$ cat src/hw/chl_pkg.sv
// Shared constants and types for the charger limit register bank.
// Assumes a host-side serial engine that presents decoded register accesses.
package chl_pkg;

  // Register offsets
  localparam logic [7:0] CHL_OFS_BATV  = 8'h01;
  localparam logic [7:0] CHL_OFS_CHGI  = 8'h03;
  localparam logic [7:0] CHL_OFS_VFLR  = 8'h05;
  localparam logic [7:0] CHL_OFS_ICEIL = 8'h06;
  localparam logic [7:0] CHL_OFS_PRE   = 8'h08;

  // Field widths
  localparam int CHL_BATV_W  = 11;
  localparam int CHL_CHGI_W  = 9;
  localparam int CHL_VFLR_W  = 8;
  localparam int CHL_ICEIL_W = 9;
  localparam int CHL_PRE_W   = 8;

  // Step sizes and lower range limits in physical units
  localparam int CHL_BATV_STEP_MV  = 10;
  localparam int CHL_BATV_MIN_MV   = 3000;
  localparam int CHL_CHGI_STEP_MA  = 10;
  localparam int CHL_CHGI_MIN_MA   = 50;
  localparam int CHL_VFLR_STEP_MV  = 100;
  localparam int CHL_VFLR_MIN_MV   = 3600;
  localparam int CHL_ICEIL_STEP_MA = 10;
  localparam int CHL_ICEIL_MIN_MA  = 100;

  // Minimum codes derived from range and step
  localparam logic [CHL_BATV_W-1:0]  CHL_BATV_MIN  =
    CHL_BATV_W'(CHL_BATV_MIN_MV / CHL_BATV_STEP_MV);
  localparam logic [CHL_CHGI_W-1:0]  CHL_CHGI_MIN  =
    CHL_CHGI_W'(CHL_CHGI_MIN_MA / CHL_CHGI_STEP_MA);
  localparam logic [CHL_VFLR_W-1:0]  CHL_VFLR_MIN  =
    CHL_VFLR_W'(CHL_VFLR_MIN_MV / CHL_VFLR_STEP_MV);
  localparam logic [CHL_ICEIL_W-1:0] CHL_ICEIL_MIN =
    CHL_ICEIL_W'(CHL_ICEIL_MIN_MA / CHL_ICEIL_STEP_MA);

  // Charge voltage defaults per cell count (4.2 V, 8.4 V, 12.6 V, 16.8 V)
  localparam logic [CHL_BATV_W-1:0] CHL_BATV_1S = 11'h1A4;
  localparam logic [CHL_BATV_W-1:0] CHL_BATV_2S = 11'h348;
  localparam logic [CHL_BATV_W-1:0] CHL_BATV_3S = 11'h4EC;
  localparam logic [CHL_BATV_W-1:0] CHL_BATV_4S = 11'h690;

  // Reset values
  localparam logic [CHL_CHGI_W-1:0]  CHL_CHGI_RST  = 9'h064;
  localparam logic [CHL_VFLR_W-1:0]  CHL_VFLR_RST  = 8'h24;
  localparam logic [CHL_ICEIL_W-1:0] CHL_ICEIL_RST = 9'h12C;
  localparam logic [CHL_PRE_W-1:0]   CHL_PRE_RST   = 8'hC3;

  // Input current ceilings after port detection
  localparam logic [CHL_ICEIL_W-1:0] CHL_IC_SDP     = 9'h032;
  localparam logic [CHL_ICEIL_W-1:0] CHL_IC_CDP     = 9'h096;
  localparam logic [CHL_ICEIL_W-1:0] CHL_IC_DCP     = 9'h145;
  localparam logic [CHL_ICEIL_W-1:0] CHL_IC_HVCP    = 9'h096;
  localparam logic [CHL_ICEIL_W-1:0] CHL_IC_UNKNOWN = 9'h12C;
  localparam logic [CHL_ICEIL_W-1:0] CHL_IC_NS_1A   = 9'h064;
  localparam logic [CHL_ICEIL_W-1:0] CHL_IC_NS_2A   = 9'h0C8;
  localparam logic [CHL_ICEIL_W-1:0] CHL_IC_NS_21A  = 9'h0D2;
  localparam logic [CHL_ICEIL_W-1:0] CHL_IC_NS_24A  = 9'h0F0;

  // Detected input port kinds
  typedef enum logic [2:0] {
    CHL_PORT_SDP     = 3'b000,
    CHL_PORT_CDP     = 3'b001,
    CHL_PORT_DCP     = 3'b010,
    CHL_PORT_HVCP    = 3'b011,
    CHL_PORT_UNKNOWN = 3'b100,
    CHL_PORT_NONSTD  = 3'b101
  } chl_port_type;

  // Non-standard adapter current grades
  typedef enum logic [1:0] {
    CHL_NS_1A  = 2'b00,
    CHL_NS_2A  = 2'b01,
    CHL_NS_21A = 2'b10,
    CHL_NS_24A = 2'b11
  } chl_nonstd_type;

  // Host register access request
  typedef struct packed {
    logic        wr;
    logic [7:0]  addr;
    logic [15:0] wdata;
  } chl_req_type;

  // Port detection result
  typedef struct packed {
    logic           done;
    chl_port_type   port;
    chl_nonstd_type grade;
  } chl_detect_type;

  // Limit values handed to the regulation loops
  typedef struct packed {
    logic [CHL_BATV_W-1:0]  batt_v;
    logic [CHL_CHGI_W-1:0]  chg_i;
    logic [CHL_VFLR_W-1:0]  vin_floor;
    logic [CHL_ICEIL_W-1:0] iin_ceil;
    logic [CHL_PRE_W-1:0]   precharge;
  } chl_limits_type;

endpackage

$ cat src/hw/chl_limit_regs.sv
// Charger limit register bank: charge voltage, charge current, input
// voltage floor, input current ceiling and precharge settings.
// Assumes all inputs are synchronous to REF_CLK and event inputs are
// single-cycle pulses; register accesses come from the serial front end.
`timescale 1ns/1ps

// Overview of operation
// - Charge voltage bits 10:0, 10 mV steps
// - Charge voltage default follows cell-count strap
// - Charge voltage restored by restore, not watchdog
// - Charge voltage writes below minimum ignored
// - Charge current bits 8:0, 10 mA, low-clamped
// - Charge current powers up at code 0x64
// - Charge current reset by watchdog and restore
// - Input floor bits 7:0, 100 mV, low-clamped
// - Adapter removal sets input floor 0x24
// - Adapter attach loads floor from bus measurement
// - Input floor ignores restore and watchdog
// - Input ceiling bits 8:0, 10 mA, low-clamped
// - Detection sets ceiling for SDP, CDP, DCP
// - Detection sets ceiling for HV, unknown, non-standard
// - Input ceiling powers up 0x12C, restore only
// - Below-minimum writes keep previous contents
// - Restore resets all registers except input floor, and charge timer
module chl_limit_regs
  import chl_pkg::*;
(
  input  wire logic                  REF_CLK,
  input  wire logic                  RESET,
  input  wire logic [1:0]            CELL_COUNT_STRAP,
  input  wire logic                  REG_WR,
  input  wire logic [7:0]            REG_ADDR,
  input  wire logic [15:0]           REG_WDATA,
  output logic      [15:0]           REG_RDATA,
  input  wire logic                  RESTORE_CMD,
  input  wire logic                  WDOG_EXPIRE,
  input  wire logic                  ADAPTER_REMOVED,
  input  wire logic                  ADAPTER_ATTACHED,
  input  wire logic [CHL_VFLR_W-1:0] VBUS_FLOOR_CODE,
  input  wire logic                  DETECT_DONE,
  input  wire logic [2:0]            DETECT_PORT,
  input  wire logic [1:0]            DETECT_GRADE,
  output logic                       STRAP_LOADED,
  output logic                       CHARGE_TIMER_RESET,
  output chl_limits_type             LIMITS
);

  // Register state and next values
  chl_req_type    req;
  chl_detect_type det;
  chl_limits_type lim_r;
  chl_limits_type lim_nxt;
  logic [CHL_BATV_W-1:0]  strap_batv_r;
  logic [CHL_BATV_W-1:0]  strap_batv_nxt;
  logic                   strap_done_r;
  logic                   strap_done_nxt;
  logic                   timer_rst_r;
  logic                   timer_rst_nxt;
  logic [15:0]            rdata_r;
  logic [15:0]            rdata_nxt;
  logic [CHL_BATV_W-1:0]  strap_dec;
  logic [CHL_ICEIL_W-1:0] detect_ceil;
  // Write strobes and clamp results
  logic                   hit_batv;
  logic                   hit_chgi;
  logic                   hit_vflr;
  logic                   hit_iceil;
  logic                   hit_pre;
  logic                   take_batv;
  logic                   take_chgi;
  logic                   take_vflr;
  logic                   take_iceil;

  assign req = '{wr: REG_WR, addr: REG_ADDR, wdata: REG_WDATA};
  assign det = '{done: DETECT_DONE, port: chl_port_type'(DETECT_PORT),
                 grade: chl_nonstd_type'(DETECT_GRADE)};

  // Write strobe per register offset
  assign hit_batv  = req.wr && (req.addr == CHL_OFS_BATV);
  assign hit_chgi  = req.wr && (req.addr == CHL_OFS_CHGI);
  assign hit_vflr  = req.wr && (req.addr == CHL_OFS_VFLR);
  assign hit_iceil = req.wr && (req.addr == CHL_OFS_ICEIL);
  assign hit_pre   = req.wr && (req.addr == CHL_OFS_PRE);

  // Low clamp: writes under the field minimum are dropped
  chl_clamp_field #(
    .W (CHL_BATV_W)
  ) u_clamp_batv (
    .wr_hit  (hit_batv),
    .value   (req.wdata[CHL_BATV_W-1:0]),
    .minimum (CHL_BATV_MIN),
    .take    (take_batv)
  );

  chl_clamp_field #(
    .W (CHL_CHGI_W)
  ) u_clamp_chgi (
    .wr_hit  (hit_chgi),
    .value   (req.wdata[CHL_CHGI_W-1:0]),
    .minimum (CHL_CHGI_MIN),
    .take    (take_chgi)
  );

  chl_clamp_field #(
    .W (CHL_VFLR_W)
  ) u_clamp_vflr (
    .wr_hit  (hit_vflr),
    .value   (req.wdata[CHL_VFLR_W-1:0]),
    .minimum (CHL_VFLR_MIN),
    .take    (take_vflr)
  );

  chl_clamp_field #(
    .W (CHL_ICEIL_W)
  ) u_clamp_iceil (
    .wr_hit  (hit_iceil),
    .value   (req.wdata[CHL_ICEIL_W-1:0]),
    .minimum (CHL_ICEIL_MIN),
    .take    (take_iceil)
  );

  // Cell count to charge voltage default
  always_comb
  begin
    unique case (CELL_COUNT_STRAP)
      2'b00: strap_dec = CHL_BATV_1S;
      2'b01: strap_dec = CHL_BATV_2S;
      2'b10: strap_dec = CHL_BATV_3S;
      2'b11: strap_dec = CHL_BATV_4S;
    endcase
  end

  // Detected port to input current ceiling
  always_comb
  begin
    unique case (det.port)
      CHL_PORT_SDP:     detect_ceil = CHL_IC_SDP;
      CHL_PORT_CDP:     detect_ceil = CHL_IC_CDP;
      CHL_PORT_DCP:     detect_ceil = CHL_IC_DCP;
      CHL_PORT_HVCP:    detect_ceil = CHL_IC_HVCP;
      CHL_PORT_UNKNOWN: detect_ceil = CHL_IC_UNKNOWN;
      CHL_PORT_NONSTD:
      begin
        unique case (det.grade)
          CHL_NS_1A:  detect_ceil = CHL_IC_NS_1A;
          CHL_NS_2A:  detect_ceil = CHL_IC_NS_2A;
          CHL_NS_21A: detect_ceil = CHL_IC_NS_21A;
          CHL_NS_24A: detect_ceil = CHL_IC_NS_24A;
        endcase
      end
      // Codes 6 and 7 read as an unknown adapter
      default:          detect_ceil = CHL_IC_UNKNOWN;
    endcase
  end

  // Limit fields; later events override earlier ones in one cycle
  always_comb
  begin
    lim_nxt = lim_r;

    // Host writes that passed the clamp, and unclamped precharge writes
    if (take_batv)
      lim_nxt.batt_v = req.wdata[CHL_BATV_W-1:0];
    if (take_chgi)
      lim_nxt.chg_i = req.wdata[CHL_CHGI_W-1:0];
    if (take_vflr)
      lim_nxt.vin_floor = req.wdata[CHL_VFLR_W-1:0];
    if (take_iceil)
      lim_nxt.iin_ceil = req.wdata[CHL_ICEIL_W-1:0];
    if (hit_pre)
      lim_nxt.precharge = req.wdata[CHL_PRE_W-1:0];

    // Input port events
    if (ADAPTER_ATTACHED)
      lim_nxt.vin_floor = VBUS_FLOOR_CODE;
    if (ADAPTER_REMOVED)
      lim_nxt.vin_floor = CHL_VFLR_RST;
    if (det.done)
      lim_nxt.iin_ceil = detect_ceil;

    // Watchdog touches only the charge current here
    if (WDOG_EXPIRE)
      lim_nxt.chg_i = CHL_CHGI_RST;

    // Restore command; input floor is left untouched
    if (RESTORE_CMD)
    begin
      lim_nxt.batt_v    = strap_batv_r;
      lim_nxt.chg_i     = CHL_CHGI_RST;
      lim_nxt.iin_ceil  = CHL_ICEIL_RST;
      lim_nxt.precharge = CHL_PRE_RST;
    end

    // Strap default wins in the first cycle after reset release
    if (!strap_done_r)
    begin
      lim_nxt.batt_v = strap_dec;
      lim_nxt.chg_i  = CHL_CHGI_RST;
    end
  end

  // One-cell default stands until the strap is sensed
  always_ff @(posedge REF_CLK or posedge RESET)
  begin
    if (RESET)
      lim_r <= '{batt_v: CHL_BATV_1S, chg_i: CHL_CHGI_RST,
                 vin_floor: CHL_VFLR_RST, iin_ceil: CHL_ICEIL_RST,
                 precharge: CHL_PRE_RST};
    else
      lim_r <= lim_nxt;
  end

  // Strap sensed once, cell-count default kept for restores
  always_comb
  begin
    strap_done_nxt = 1'b1;
    strap_batv_nxt = strap_batv_r;
    if (!strap_done_r)
      strap_batv_nxt = strap_dec;
  end

  always_ff @(posedge REF_CLK or posedge RESET)
  begin
    if (RESET)
    begin
      strap_batv_r <= CHL_BATV_1S;
      strap_done_r <= 1'b0;
    end
    else
    begin
      strap_batv_r <= strap_batv_nxt;
      strap_done_r <= strap_done_nxt;
    end
  end

  // Charge timer reset, one pulse per restore cycle
  always_comb
  begin
    timer_rst_nxt = RESTORE_CMD;
  end

  always_ff @(posedge REF_CLK or posedge RESET)
  begin
    if (RESET)
      timer_rst_r <= 1'b0;
    else
      timer_rst_r <= timer_rst_nxt;
  end

  // Read data, reserved bits zero
  always_comb
  begin
    rdata_nxt = 16'h0000;
    unique case (req.addr)
      CHL_OFS_BATV:  rdata_nxt[CHL_BATV_W-1:0]  = lim_r.batt_v;
      CHL_OFS_CHGI:  rdata_nxt[CHL_CHGI_W-1:0]  = lim_r.chg_i;
      CHL_OFS_VFLR:  rdata_nxt[CHL_VFLR_W-1:0]  = lim_r.vin_floor;
      CHL_OFS_ICEIL: rdata_nxt[CHL_ICEIL_W-1:0] = lim_r.iin_ceil;
      CHL_OFS_PRE:   rdata_nxt[CHL_PRE_W-1:0]   = lim_r.precharge;
      default:       rdata_nxt = 16'h0000;
    endcase
  end

  always_ff @(posedge REF_CLK or posedge RESET)
  begin
    if (RESET)
      rdata_r <= 16'h0000;
    else
      rdata_r <= rdata_nxt;
  end

  // Outputs straight from flip-flops
  assign LIMITS             = lim_r;
  assign REG_RDATA          = rdata_r;
  assign STRAP_LOADED       = strap_done_r;
  assign CHARGE_TIMER_RESET = timer_rst_r;

endmodule

// Low-clamp acceptance for one writable field
// Shared by four of the five limit fields; precharge writes are not clamped
module chl_clamp_field
  import chl_pkg::*;
#(
  parameter int W = 8
)
(
  input  wire logic         wr_hit,
  input  wire logic [W-1:0] value,
  input  wire logic [W-1:0] minimum,
  output logic              take
);

  // The minimum itself is legal; only lower codes are dropped
  always_comb
  begin
    take = 1'b0;
    if (wr_hit && (value >= minimum))
      take = 1'b1;
  end

endmodule

$ cat config.mk
export PLATFORM = sky130hd
export DESIGN_NAME = chl_limit_regs
export DESIGN_NICKNAME = d
export VERILOG_FILES = /design/src/hw/chl_pkg.sv /design/src/hw/chl_limit_regs.sv
export SDC_FILE = /design/constraint.sdc
export NUM_CORES = 1
export LEC_CHECK = 0
export BUFFER_PORTS_ARGS = -buffer_cell sky130_fd_sc_hd__buf_2
export CORE_ASPECT_RATIO = 0.75
export CORE_MARGIN = 2
export CORE_UTILIZATION = 47
export CTS_CLUSTER_DIAMETER = 60
export DETAILED_ROUTE_END_ITERATION = 10
export PLACE_DENSITY_LB_ADDON = 0.05
export SYNTH_ARGS = -nofsm -noshare
export SYNTH_HDL_FRONTEND = slang
export SYNTH_SLANG_ARGS = --single-unit
$ cat constraint.sdc
create_clock -name REF_CLK -period 1.9 [get_ports REF_CLK]
set_clock_uncertainty 0.05 [all_clocks]
set_input_delay 0.19 -clock REF_CLK [delete_from_list [all_inputs] [get_ports REF_CLK]]
set_output_delay 0.19 -clock REF_CLK [all_outputs]
set_load 0.02 [all_outputs]
**Yosys cells after proc, flatten, opt, wreduce, memory -nomap -nowiden**

Cells that the tools add are included.

- Bitwise logic cells: 0
- $mul: 0
- Eq/ne operators: 17
- Reduce and logical (&&, ||, !) cells: 16
- Mux-type cells: 22
- Div/mod/pow operators: 0
- Magnitude comparators: 4
- Shifts and indexed selects: 0
- Add/subtract/negate cells: 0

Operators with widths:

| cell | number |
|---|---|
| one-hot mux 9 bit (4 select lines) | 2 |
| one-hot mux 11 bit (4 select lines) | 1 |
| two-way mux 20 bit | 2 |
| one-hot mux 8 bit (5 select lines) | 1 |
| two-way mux 9 bit | 4 |
| two-way mux 8 bit | 4 |
| two-way mux 17 bit | 1 |
| equality test 8 x 3 -> 1 bit (second input constant) | 2 |
| greater-or-equal comparator 11 x 9 -> 1 bit (second input constant) | 1 |
| two-way mux 11 bit | 1 |
| greater-or-equal comparator 9 x 3 -> 1 bit (second input constant) | 1 |
| greater-or-equal comparator 9 x 4 -> 1 bit (second input constant) | 1 |
| logical AND 1 bit | 9 |
| equality test 2 bit (second input constant) | 4 |
| equality test 8 x 1 -> 1 bit (second input constant) | 1 |
| equality test 8 x 2 -> 1 bit (second input constant) | 1 |
| equality test 8 x 4 -> 1 bit (second input constant) | 1 |
| greater-or-equal comparator 8 x 6 -> 1 bit (second input constant) | 1 |
| equality test 3 x 2 -> 1 bit (second input constant) | 2 |
| nonzero test 3 bit | 2 |
| equality test 2 x 1 -> 1 bit (second input constant) | 2 |
| zero test 2 bit | 2 |
| two-way mux 1 bit | 4 |
| inequality test 4 x 3 -> 1 bit (second input constant) | 1 |
| other kinds (8) | 8 |

- Memories kept: 0
- Input port bits: 47
- Logic and storage cells: 68
- Memory bits (writable): 0
- Bits in latches: 0
- Bits in registers: 69
- Output and inout port bits: 63
- ROM bits: 0

**Logic depth before layout (Yosys ltp)**

Gate-level depths: netlist of the first run.

- Depth in word-level cells: 8
- Depth in mapped cells: 7
- Mapped depth without buffers: 6

**Modules after synthesis**

From an unflattened synthesis of the first run, not the netlist that was laid out.

- Cell total of the unflattened synthesis: 470
- Area total of the unflattened synthesis: 4,317.9 um^2

By module, submodules not included:

| module | area each (um^2) | cells each | seq. area each (um^2) | times used |
|---|---|---|---|---|
| chl_limit_regs | 3,400.8 | 344 | 1,651.6 | 1 |
| chl_clamp_field (u_clamp_chgi ...) | 227.7 | 31 | 0.0 | 2 |
| chl_clamp_field (u_clamp_batv) | 269.0 | 37 | 0.0 | 1 |
| chl_clamp_field (u_clamp_vflr) | 192.7 | 27 | 0.0 | 1 |

**Worst setup path before layout of the first run**

Ideal clock, no wire load.

- Kind: input to register
- Start point: input REG_ADDR[7]
- End point: register lim_r (netlist bit LIMITS[17])
- Slack: 223 ps
- Cell stages on the path: 4
- Required time: 1,725 ps
- Buffers on the path: 0
- Library setup time: 125 ps
- Arrival: 1,503 ps
- Cell sequence: nor4_4 nand2_2 o31ai_4 mux2_2

- Longest elaborated chain between the ends: 5

RTL lines:

| what | RTL line | RTL |
|---|---|---|
| start: declaration | chl_limit_regs.sv:32 | `input wire logic [7:0] REG_ADDR,` |
| equality test 8 x 3 -> 1 bit | chl_limit_regs.sv:81 | `assign hit_vflr = req.wr && (req.addr == CHL_OFS_VFLR);` |
| logical AND 1 bit | chl_limit_regs.sv:81 |  |
| logical AND 1 bit | chl_limit_regs.sv:298 | `if (wr_hit && (value >= minimum))` |
| two-way mux 1 bit | chl_limit_regs.sv:298 |  |
| nonzero test 3 bit (no line) | -- |  |
| end signal: assignment | chl_limit_regs.sv:206 | `lim_r <= '{batt_v: CHL_BATV_1S, chg_i: CHL_CHGI_RST,` |
| end signal: assignment | chl_limit_regs.sv:210 | `lim_r <= lim_nxt;` |
| end: declaration | chl_limit_regs.sv:51 | `chl_limits_type lim_r;` |

No other way between the ends.
A chain may end at the register's enable or synchronous reset.

**Worst setup path in the final report of the first run**

- Start point: register strap_done_r, in the netlist STRAP_LOADED
- End point: register lim_r (netlist bit LIMITS[44])

- Longest elaborated chain between the ends: 1
- Elaborated cells on any way between the ends: 2
- Classes of those cells: 1 x eq/ne; 1 x mux

RTL lines:

| what | RTL line | RTL |
|---|---|---|
| start: declaration | chl_limit_regs.sv:55 | `logic strap_done_r;` |
| start signal: assignment | chl_limit_regs.sv:232 | `strap_done_r <= strap_done_nxt;` |
| inequality test 3 x 2 -> 1 bit (no line) / two-way mux 20 bit (equally long branches) | -- |  |

Several ways; a longest one is shown, not always the timed one.

==> qor.csv, run 1 <==
metric,value,unit
status,"finished, final reports clean",
yosysSeqAreaShare,0.448,
wl_per_cell,18.4,um
fmax,624,MHz
cts_sinks,65,
worst-slew-pin-transition,0.584,ns
critPathKind,reg2reg,
place_congestion,0.870,
grt.total_usage,0.262,
clk_path_buf_depth,2,
critPathRequiredTime,2.08,ns
holdCritPathClass,in2reg,
postPlaceCellArea,0.00437,mm^2
synth-edff-count,0,
synth_top_area_share,0.305,
fillers,658,
synth.area.top_cells,"dfrtp_1 (31%), dfstp_2 (14%), mux2i_1 (9.0%), mux2_2 (5.2%), a21oi_1 (4.1%)",
hold_violations,0,
use_met3,0.0479,
ioPinCount,110,
setup_viol,0,
numPortBuffers,99,
end_kind,flip-flop,
drive_above_1_share,0.376,
cp-start-kind,flip-flop,
drv_slew,0,
postRouteAntennaNets,0,
fin_crit_sh,0.844,
drt_iter0_drc,181,
finalInstanceArea,0.00460,mm^2
synth_most_common_cell,dfrtp_1,
dieHeight,80.7,um
slew_headroom,0.610,
max-vdd-ir-drop,0.449,mV
async_flop_share,1.00,
cts_setup_buffers,0,
power,3.47,mW
synth_warnings,0,
fin_tns_setup,0,ns
synthFlopType,dfrtp_1,
antenna_found_initial,0,
area.growth.synth_to_final,24.8,%
insertedDiodeCount,0,
cp_max_fo,8,
cts_resized,0,
dp_hpwl,8010,um
ys_ff_latch,65,
grt_pass1_vias,3099,
dp_slack,0.0238,ns
placementRows,27,
grt_setup_unrepaired,false,
grt_max_degree,26,
use_met1,0.389,
use_met2,0.385,
synth_area_per_cell,9.86,um^2
drt_pass1_iterations,5,
cts-root-buf,clkbuf_8,
die_w,106,um
cts_tree,done,
finalNetCount,534,
synth_largest_area_cell,dfrtp_1,
avgViaCountPerCell,5.63,
num_vias,3280,
clk_latency,0.35,ns
clk_pin_slew,0.07,ns
overflow,0,
grt_pass1_wl,16700,um
cts-buffers-inserted,9,
die_area,0.00858,mm^2
ys_top_cells_by_count,"dfrtp_1 (45), mux2i_1 (33), nor2_1 (32)",
power_density,754,mW/mm^2
hold_buffers,1,
top_usage_layer,met1,
wirelength,10700,um
syn-instance-count,374,
cap_violations,0,
yosysUniqueCellTypes,54,
power.static_leakage,2.24,nW
post-route-min-period,1.60,ns
htreeDepth,3,
synth_area,0.00369,mm^2
critPathArrivalTime,1.79,ns
drc,0,
coreArea,0.00747,mm^2
layout_setup_ws,0.296,ns
initial_core_util,0.494,
==> critical path, stage by stage, from the launching register on <==
cell and delay, ns:
dfrtp_1 0.35, nand2_1 0.21, a21oi_2 0.48, mux2_2 0.40
==> report_power, final <==
part           internal (mW)  switching [mW]  total, mW
Clock                  0.743           0.562       1.31
Combinational          0.244           0.378      0.621
Sequential              1.48          0.0644       1.54
Total                   2.47            1.00       3.47
==> worst paths after layout <==
kind	from	end	slack, ns	cells after the start
setup reg to reg	STRAP_LOADED	LIMITS[44]	0.30	3
hold / removal	WDOG_EXPIRE	LIMITS[31]	0.07	3
setup / recovery	STRAP_LOADED	LIMITS[44]	0.30	3
max in group asynchronous	RESET	LIMITS[31]	0.80	4
hold reg to reg	strap_batv_r[5]	strap_batv_r[5]	0.42	2
min in group asynchronous	RESET	LIMITS[43]	0.40	3
==> metrics by stage <==
stage | instances | util | hold slack [ns]
after floorplan | 378 | - | 0.171
after global placement | 566 | 0.586 | 0.230
after detailed placement | 566 | 0.586 | 0.238
after CTS | 583 | 0.617 | 0.0489
after global routing | 583 | 0.617 | 0.0826
final | 583 | 0.617 | 0.0675
==> flip-flops by register name (all words and copies together), names as in the netlist <==
register            flops
LIMITS                 45
REG_RDATA              11
strap_batv_r            7
CHARGE_TIMER_RESET      1
STRAP_LOADED            1
==> cell type report <==
| cell class | count | area [um^2] | share of cell area |
|---|---|---|---|
| clock buffer | 10 | 128 | 0.0277 |
| clock inverter | 6 | 92.6 | 0.0201 |
| inverter | 13 | 48.8 | 0.0106 |
| multi-input combinational | 267 | 1860 | 0.403 |
| sequential | 65 | 1650 | 0.359 |
| tap | 101 | 126 | 0.0275 |
| timing repair buffer | 121 | 701 | 0.152 |
==> layer usage <==
| metal | share of wire | routed length [um] |
|---|---|---|
| met5 | 0 | 0 |
| met4 | 0.015 | 164 |
| met3 | 0.074 | 794 |
| met2 | 0.43 | 4650 |
| met1 | 0.48 | 5120 |
==> cells in the final DEF, fill, tap and decap left out, types with 6 or more instances in the layout <==
master    count
a21oi_1      30
a22oi_1       8
buf_2        99
buf_4        18
clkbuf_8      9
conb_1        6
dfrtp_1      45
dfstp_2      20
ha_1         10
inv_1        12
mux2_2       17
mux2i_1      33
nand2_1      17
nand3_1      15
nor2_1       32
nor2b_1       6
nor3_1        6
o211ai_1      9
o21ai_0      19
o22ai_1       8
==> logic make-up after synthesis <==
logic type | count (synthesis) | share of synthesized area
mux | 50 | 0.141
fa+ha+maj | 11 | 0.0366
flops | 65 | 0.448
simple gates | 103 | 0.150
compound gates | 97 | 0.169
other cells | 2 | 0.00204
buf+inv | 46 | 0.0533
No activity file was read; power rests on OpenSTA's default activity.
==> run 2, diff against run 1 <==
--- a/config.mk
+++ b/config.mk
@@ -5,10 +5,11 @@
 export SDC_FILE = /design/constraint.sdc
 export NUM_CORES = 1
 export LEC_CHECK = 0
+export ABC_AREA = 1
 export BUFFER_PORTS_ARGS = -buffer_cell sky130_fd_sc_hd__buf_2
 export CORE_ASPECT_RATIO = 0.75
 export CORE_MARGIN = 2
-export CORE_UTILIZATION = 47
+export CORE_UTILIZATION = 52
 export CTS_CLUSTER_DIAMETER = 60
 export DETAILED_ROUTE_END_ITERATION = 10
 export PLACE_DENSITY_LB_ADDON = 0.05
==> constraint.sdc (replaced) <==
create_clock -name REF_CLK -period 1.5 [get_ports REF_CLK]
set_clock_uncertainty 0.05 [all_clocks]
set_input_delay 0.15 -clock REF_CLK [delete_from_list [all_inputs] [get_ports REF_CLK]]
set_output_delay 0.15 -clock REF_CLK [all_outputs]
set_load 0.02 [all_outputs]
==> run 2 against run 1 <==
Effect of this change:
- worst setup slack worse by 0.11 ns
- design area up 3.7%
- die area fell by 7.6%
- routed wire length rose by 7.3%
- cell count rose by 26%
- synthesized area grew 1.9%
- flip-flop and latch count did not move
- hold slack worse by 0.021 ns
==> qor.csv, run 2 <==
metric,value,unit
status,"finished, final reports clean",
hold-path-endpoint,LIMITS[32],
numPortBuffers,99,
ys_ff_latch,65,
fin_crit_sh,0.879,
holdCritPathClass,in2reg,
die_w,102,um
synth.area.top_cells,"dfrtp_1 (30%), nand2_1 (16%), dfstp_2 (14%), nand3_1 (9.2%), o21ai_0 (5.3%)",
final_util,0.692,
wl_met3,889,um
slowest_stage,dfrtp_1,
hold_buffers,1,
placementRows,26,
crit-reg2reg-launch,STRAP_LOADED,
cp_max_fo,18,
ys_top_cells_by_count,"nand2_1 (158), nand3_1 (69), inv_1 (47)",
syn-instance-count,504,
postRouteAntennaNets,0,
post-route-min-period,1.32,ns
initial_core_util,0.545,
drc,0,
synth_area,0.00376,mm^2
max-vdd-ir-drop,0.557,mV
coreArea,0.00690,mm^2
drive_above_1_share,0.293,
synth_top_area_share,0.300,
avgViaCountPerCell,5.22,
cts_resized,0,
yosysSeqAreaShare,0.439,
cts-buffers-inserted,9,
ioPinCount,110,
dp_slack,-0.0827,ns
finalNetCount,686,
grt.total_usage,0.305,
power.static_leakage,2.56,nW
hp-start,REG_WDATA[7],
cp-start-kind,flip-flop,
top_layer,met4,
yosysUniqueCellTypes,29,
synth_area_per_cell,7.46,um^2
wl_met2,5260,um
worstRegToRegCells,7,
wl_per_cell,15.7,um
end_kind,output port,
layout_setup_ws,0.181,ns
area.growth.synth_to_final,27.0,%
cts-root-buf,clkbuf_8,
antenna_found_initial,0,
async_flop_share,1.00,
cts_tree,done,
drt_iter0_drc,248,
die_area,0.00793,mm^2
stdcell_count,732,
cp_top_family,buffers and inverters,
grt_pass1_vias,3578,
cts_setup_buffers,0,
synth-edff-count,0,
setup_viol,0,
htreeDepth,3,
clk_path_buf_depth,2,
final_common_cell,nand2_1,
critPathArrivalTime,1.12,ns
layout_common_cells,"nand2_1 (157), buf_2 (99), nand3_1 (69)",
fin_tns_setup,0,ns
critPathRequiredTime,1.30,ns
largest_reg_flops,45,
clk_pin_slew,0.07,ns
place_inst,715,
dieHeight,77.6,um
synth_most_common_cell,nand2_1,
drv_slew,0,
fillers,605,
synth_largest_area_cell,dfrtp_1,
path_cells,buf_4 -> buf_2,
hold_violations,0,
grt_max_degree,66,
power_density,963,mW/mm^2
holdPathStages,3,
fmax,758,MHz
num_vias,3823,
overflow,0,
wirelength,11500,um
grt_setup_unrepaired,false,
clk_latency,0.35,ns
synthFlopType,dfrtp_1,
ff2ff_setup_slack,0.22,ns
drt_pass1_iterations,6,
wl_met1,5160,um
dp_hpwl,8840,um
cap_violations,0,
r2r_end,LIMITS[32],
grt_pass1_wl,18300,um
cp_slowest_stage_delay,0.37,ns
insertedDiodeCount,0,
critPathBufInv,2,
place_congestion,0.911,
critPathKind,reg2out,
synth_warnings,0,
cts_sinks,65,
## run 2: cell count changes in the layout (fill, tap and decap cells not counted), moves of 21 or more
| cell | previous run | this run |
|---|---|---|
| a21oi_1 | 30 | 9 |
| inv_1 | 12 | 46 |
| mux2i_1 | 33 | 0 |
| nand2_1 | 17 | 157 |
| nand3_1 | 15 | 69 |
| o21ai_0 | 19 | 40 |
## run 2: cell families after synthesis
| family | count (synthesis) | share of synthesized area |
|---|---|---|
| and+or+nand+nor | 295 | 0.358 |
| buffers and inverters | 69 | 0.0792 |
| DFF | 65 | 0.439 |
| AOI/OAI and AO/OA | 63 | 0.0882 |
| adders and majority gates | 10 | 0.0333 |
| other | 2 | 0.00200 |
## run 2: metal layers
layer | track usage | vias to the layer above
met5 | 0 | -
li1 | - | 1868
met1 | 0.433 | 1772
met4 | 0.0933 | 0
met3 | 0.0676 | 18
met2 | 0.467 | 165
## run 2: where the power goes
part	switching, mW	internal [mW]
Clock	0.687	1.08
Combinational	0.550	0.271
Sequential	0.106	1.91
## run 2: final cells by class
cell class,count,area [um^2],area share
Clock buffer,14,173,0.0362
Clock inverter,2,60.1,0.0126
Inverter,50,191,0.0401
Multi-Input combinational cell,374,1830,0.383
Sequential cell,65,1650,0.346
Tap cell,98,123,0.0257
Timing Repair Buffer,129,748,0.157
## run 2: worst max-delay path by stage
stage / startpoint / to / slack [ns] / depth (start not counted)
floorplan: STRAP_LOADED / LIMITS[31] / 0.06 / 8
global placement: REG_ADDR[6] / LIMITS[41] / -0.004 / 10
detailed placement: REG_ADDR[6] / LIMITS[41] / -0.08 / 10
CTS: STRAP_LOADED / STRAP_LOADED / 0.18 / 2
global route: STRAP_LOADED / LIMITS[27] / 0.08 / 7
finish: STRAP_LOADED / STRAP_LOADED / 0.18 / 2
## run 2: tightest hold or removal path: cells and delay by family
family,cells,cell delay (ns)
AND/OR/NAND/NOR,2,0.11
buffers and inverters,1,0.14
## run 2: stage by stage
step / instance area, um^2 / power (mW) / hold WS [ns]
2_1_floorplan: 3780 / 2.50 / 0.131
3_3_place_gp: 4530 / 2.83 / 0.218
3_5_place_dp: 4530 / 2.85 / 0.225
4_1_cts: 4770 / 4.59 / 0.0381
5_1_grt: 4770 / 4.76 / 0.0573
6_report: 4770 / 4.60 / 0.0469
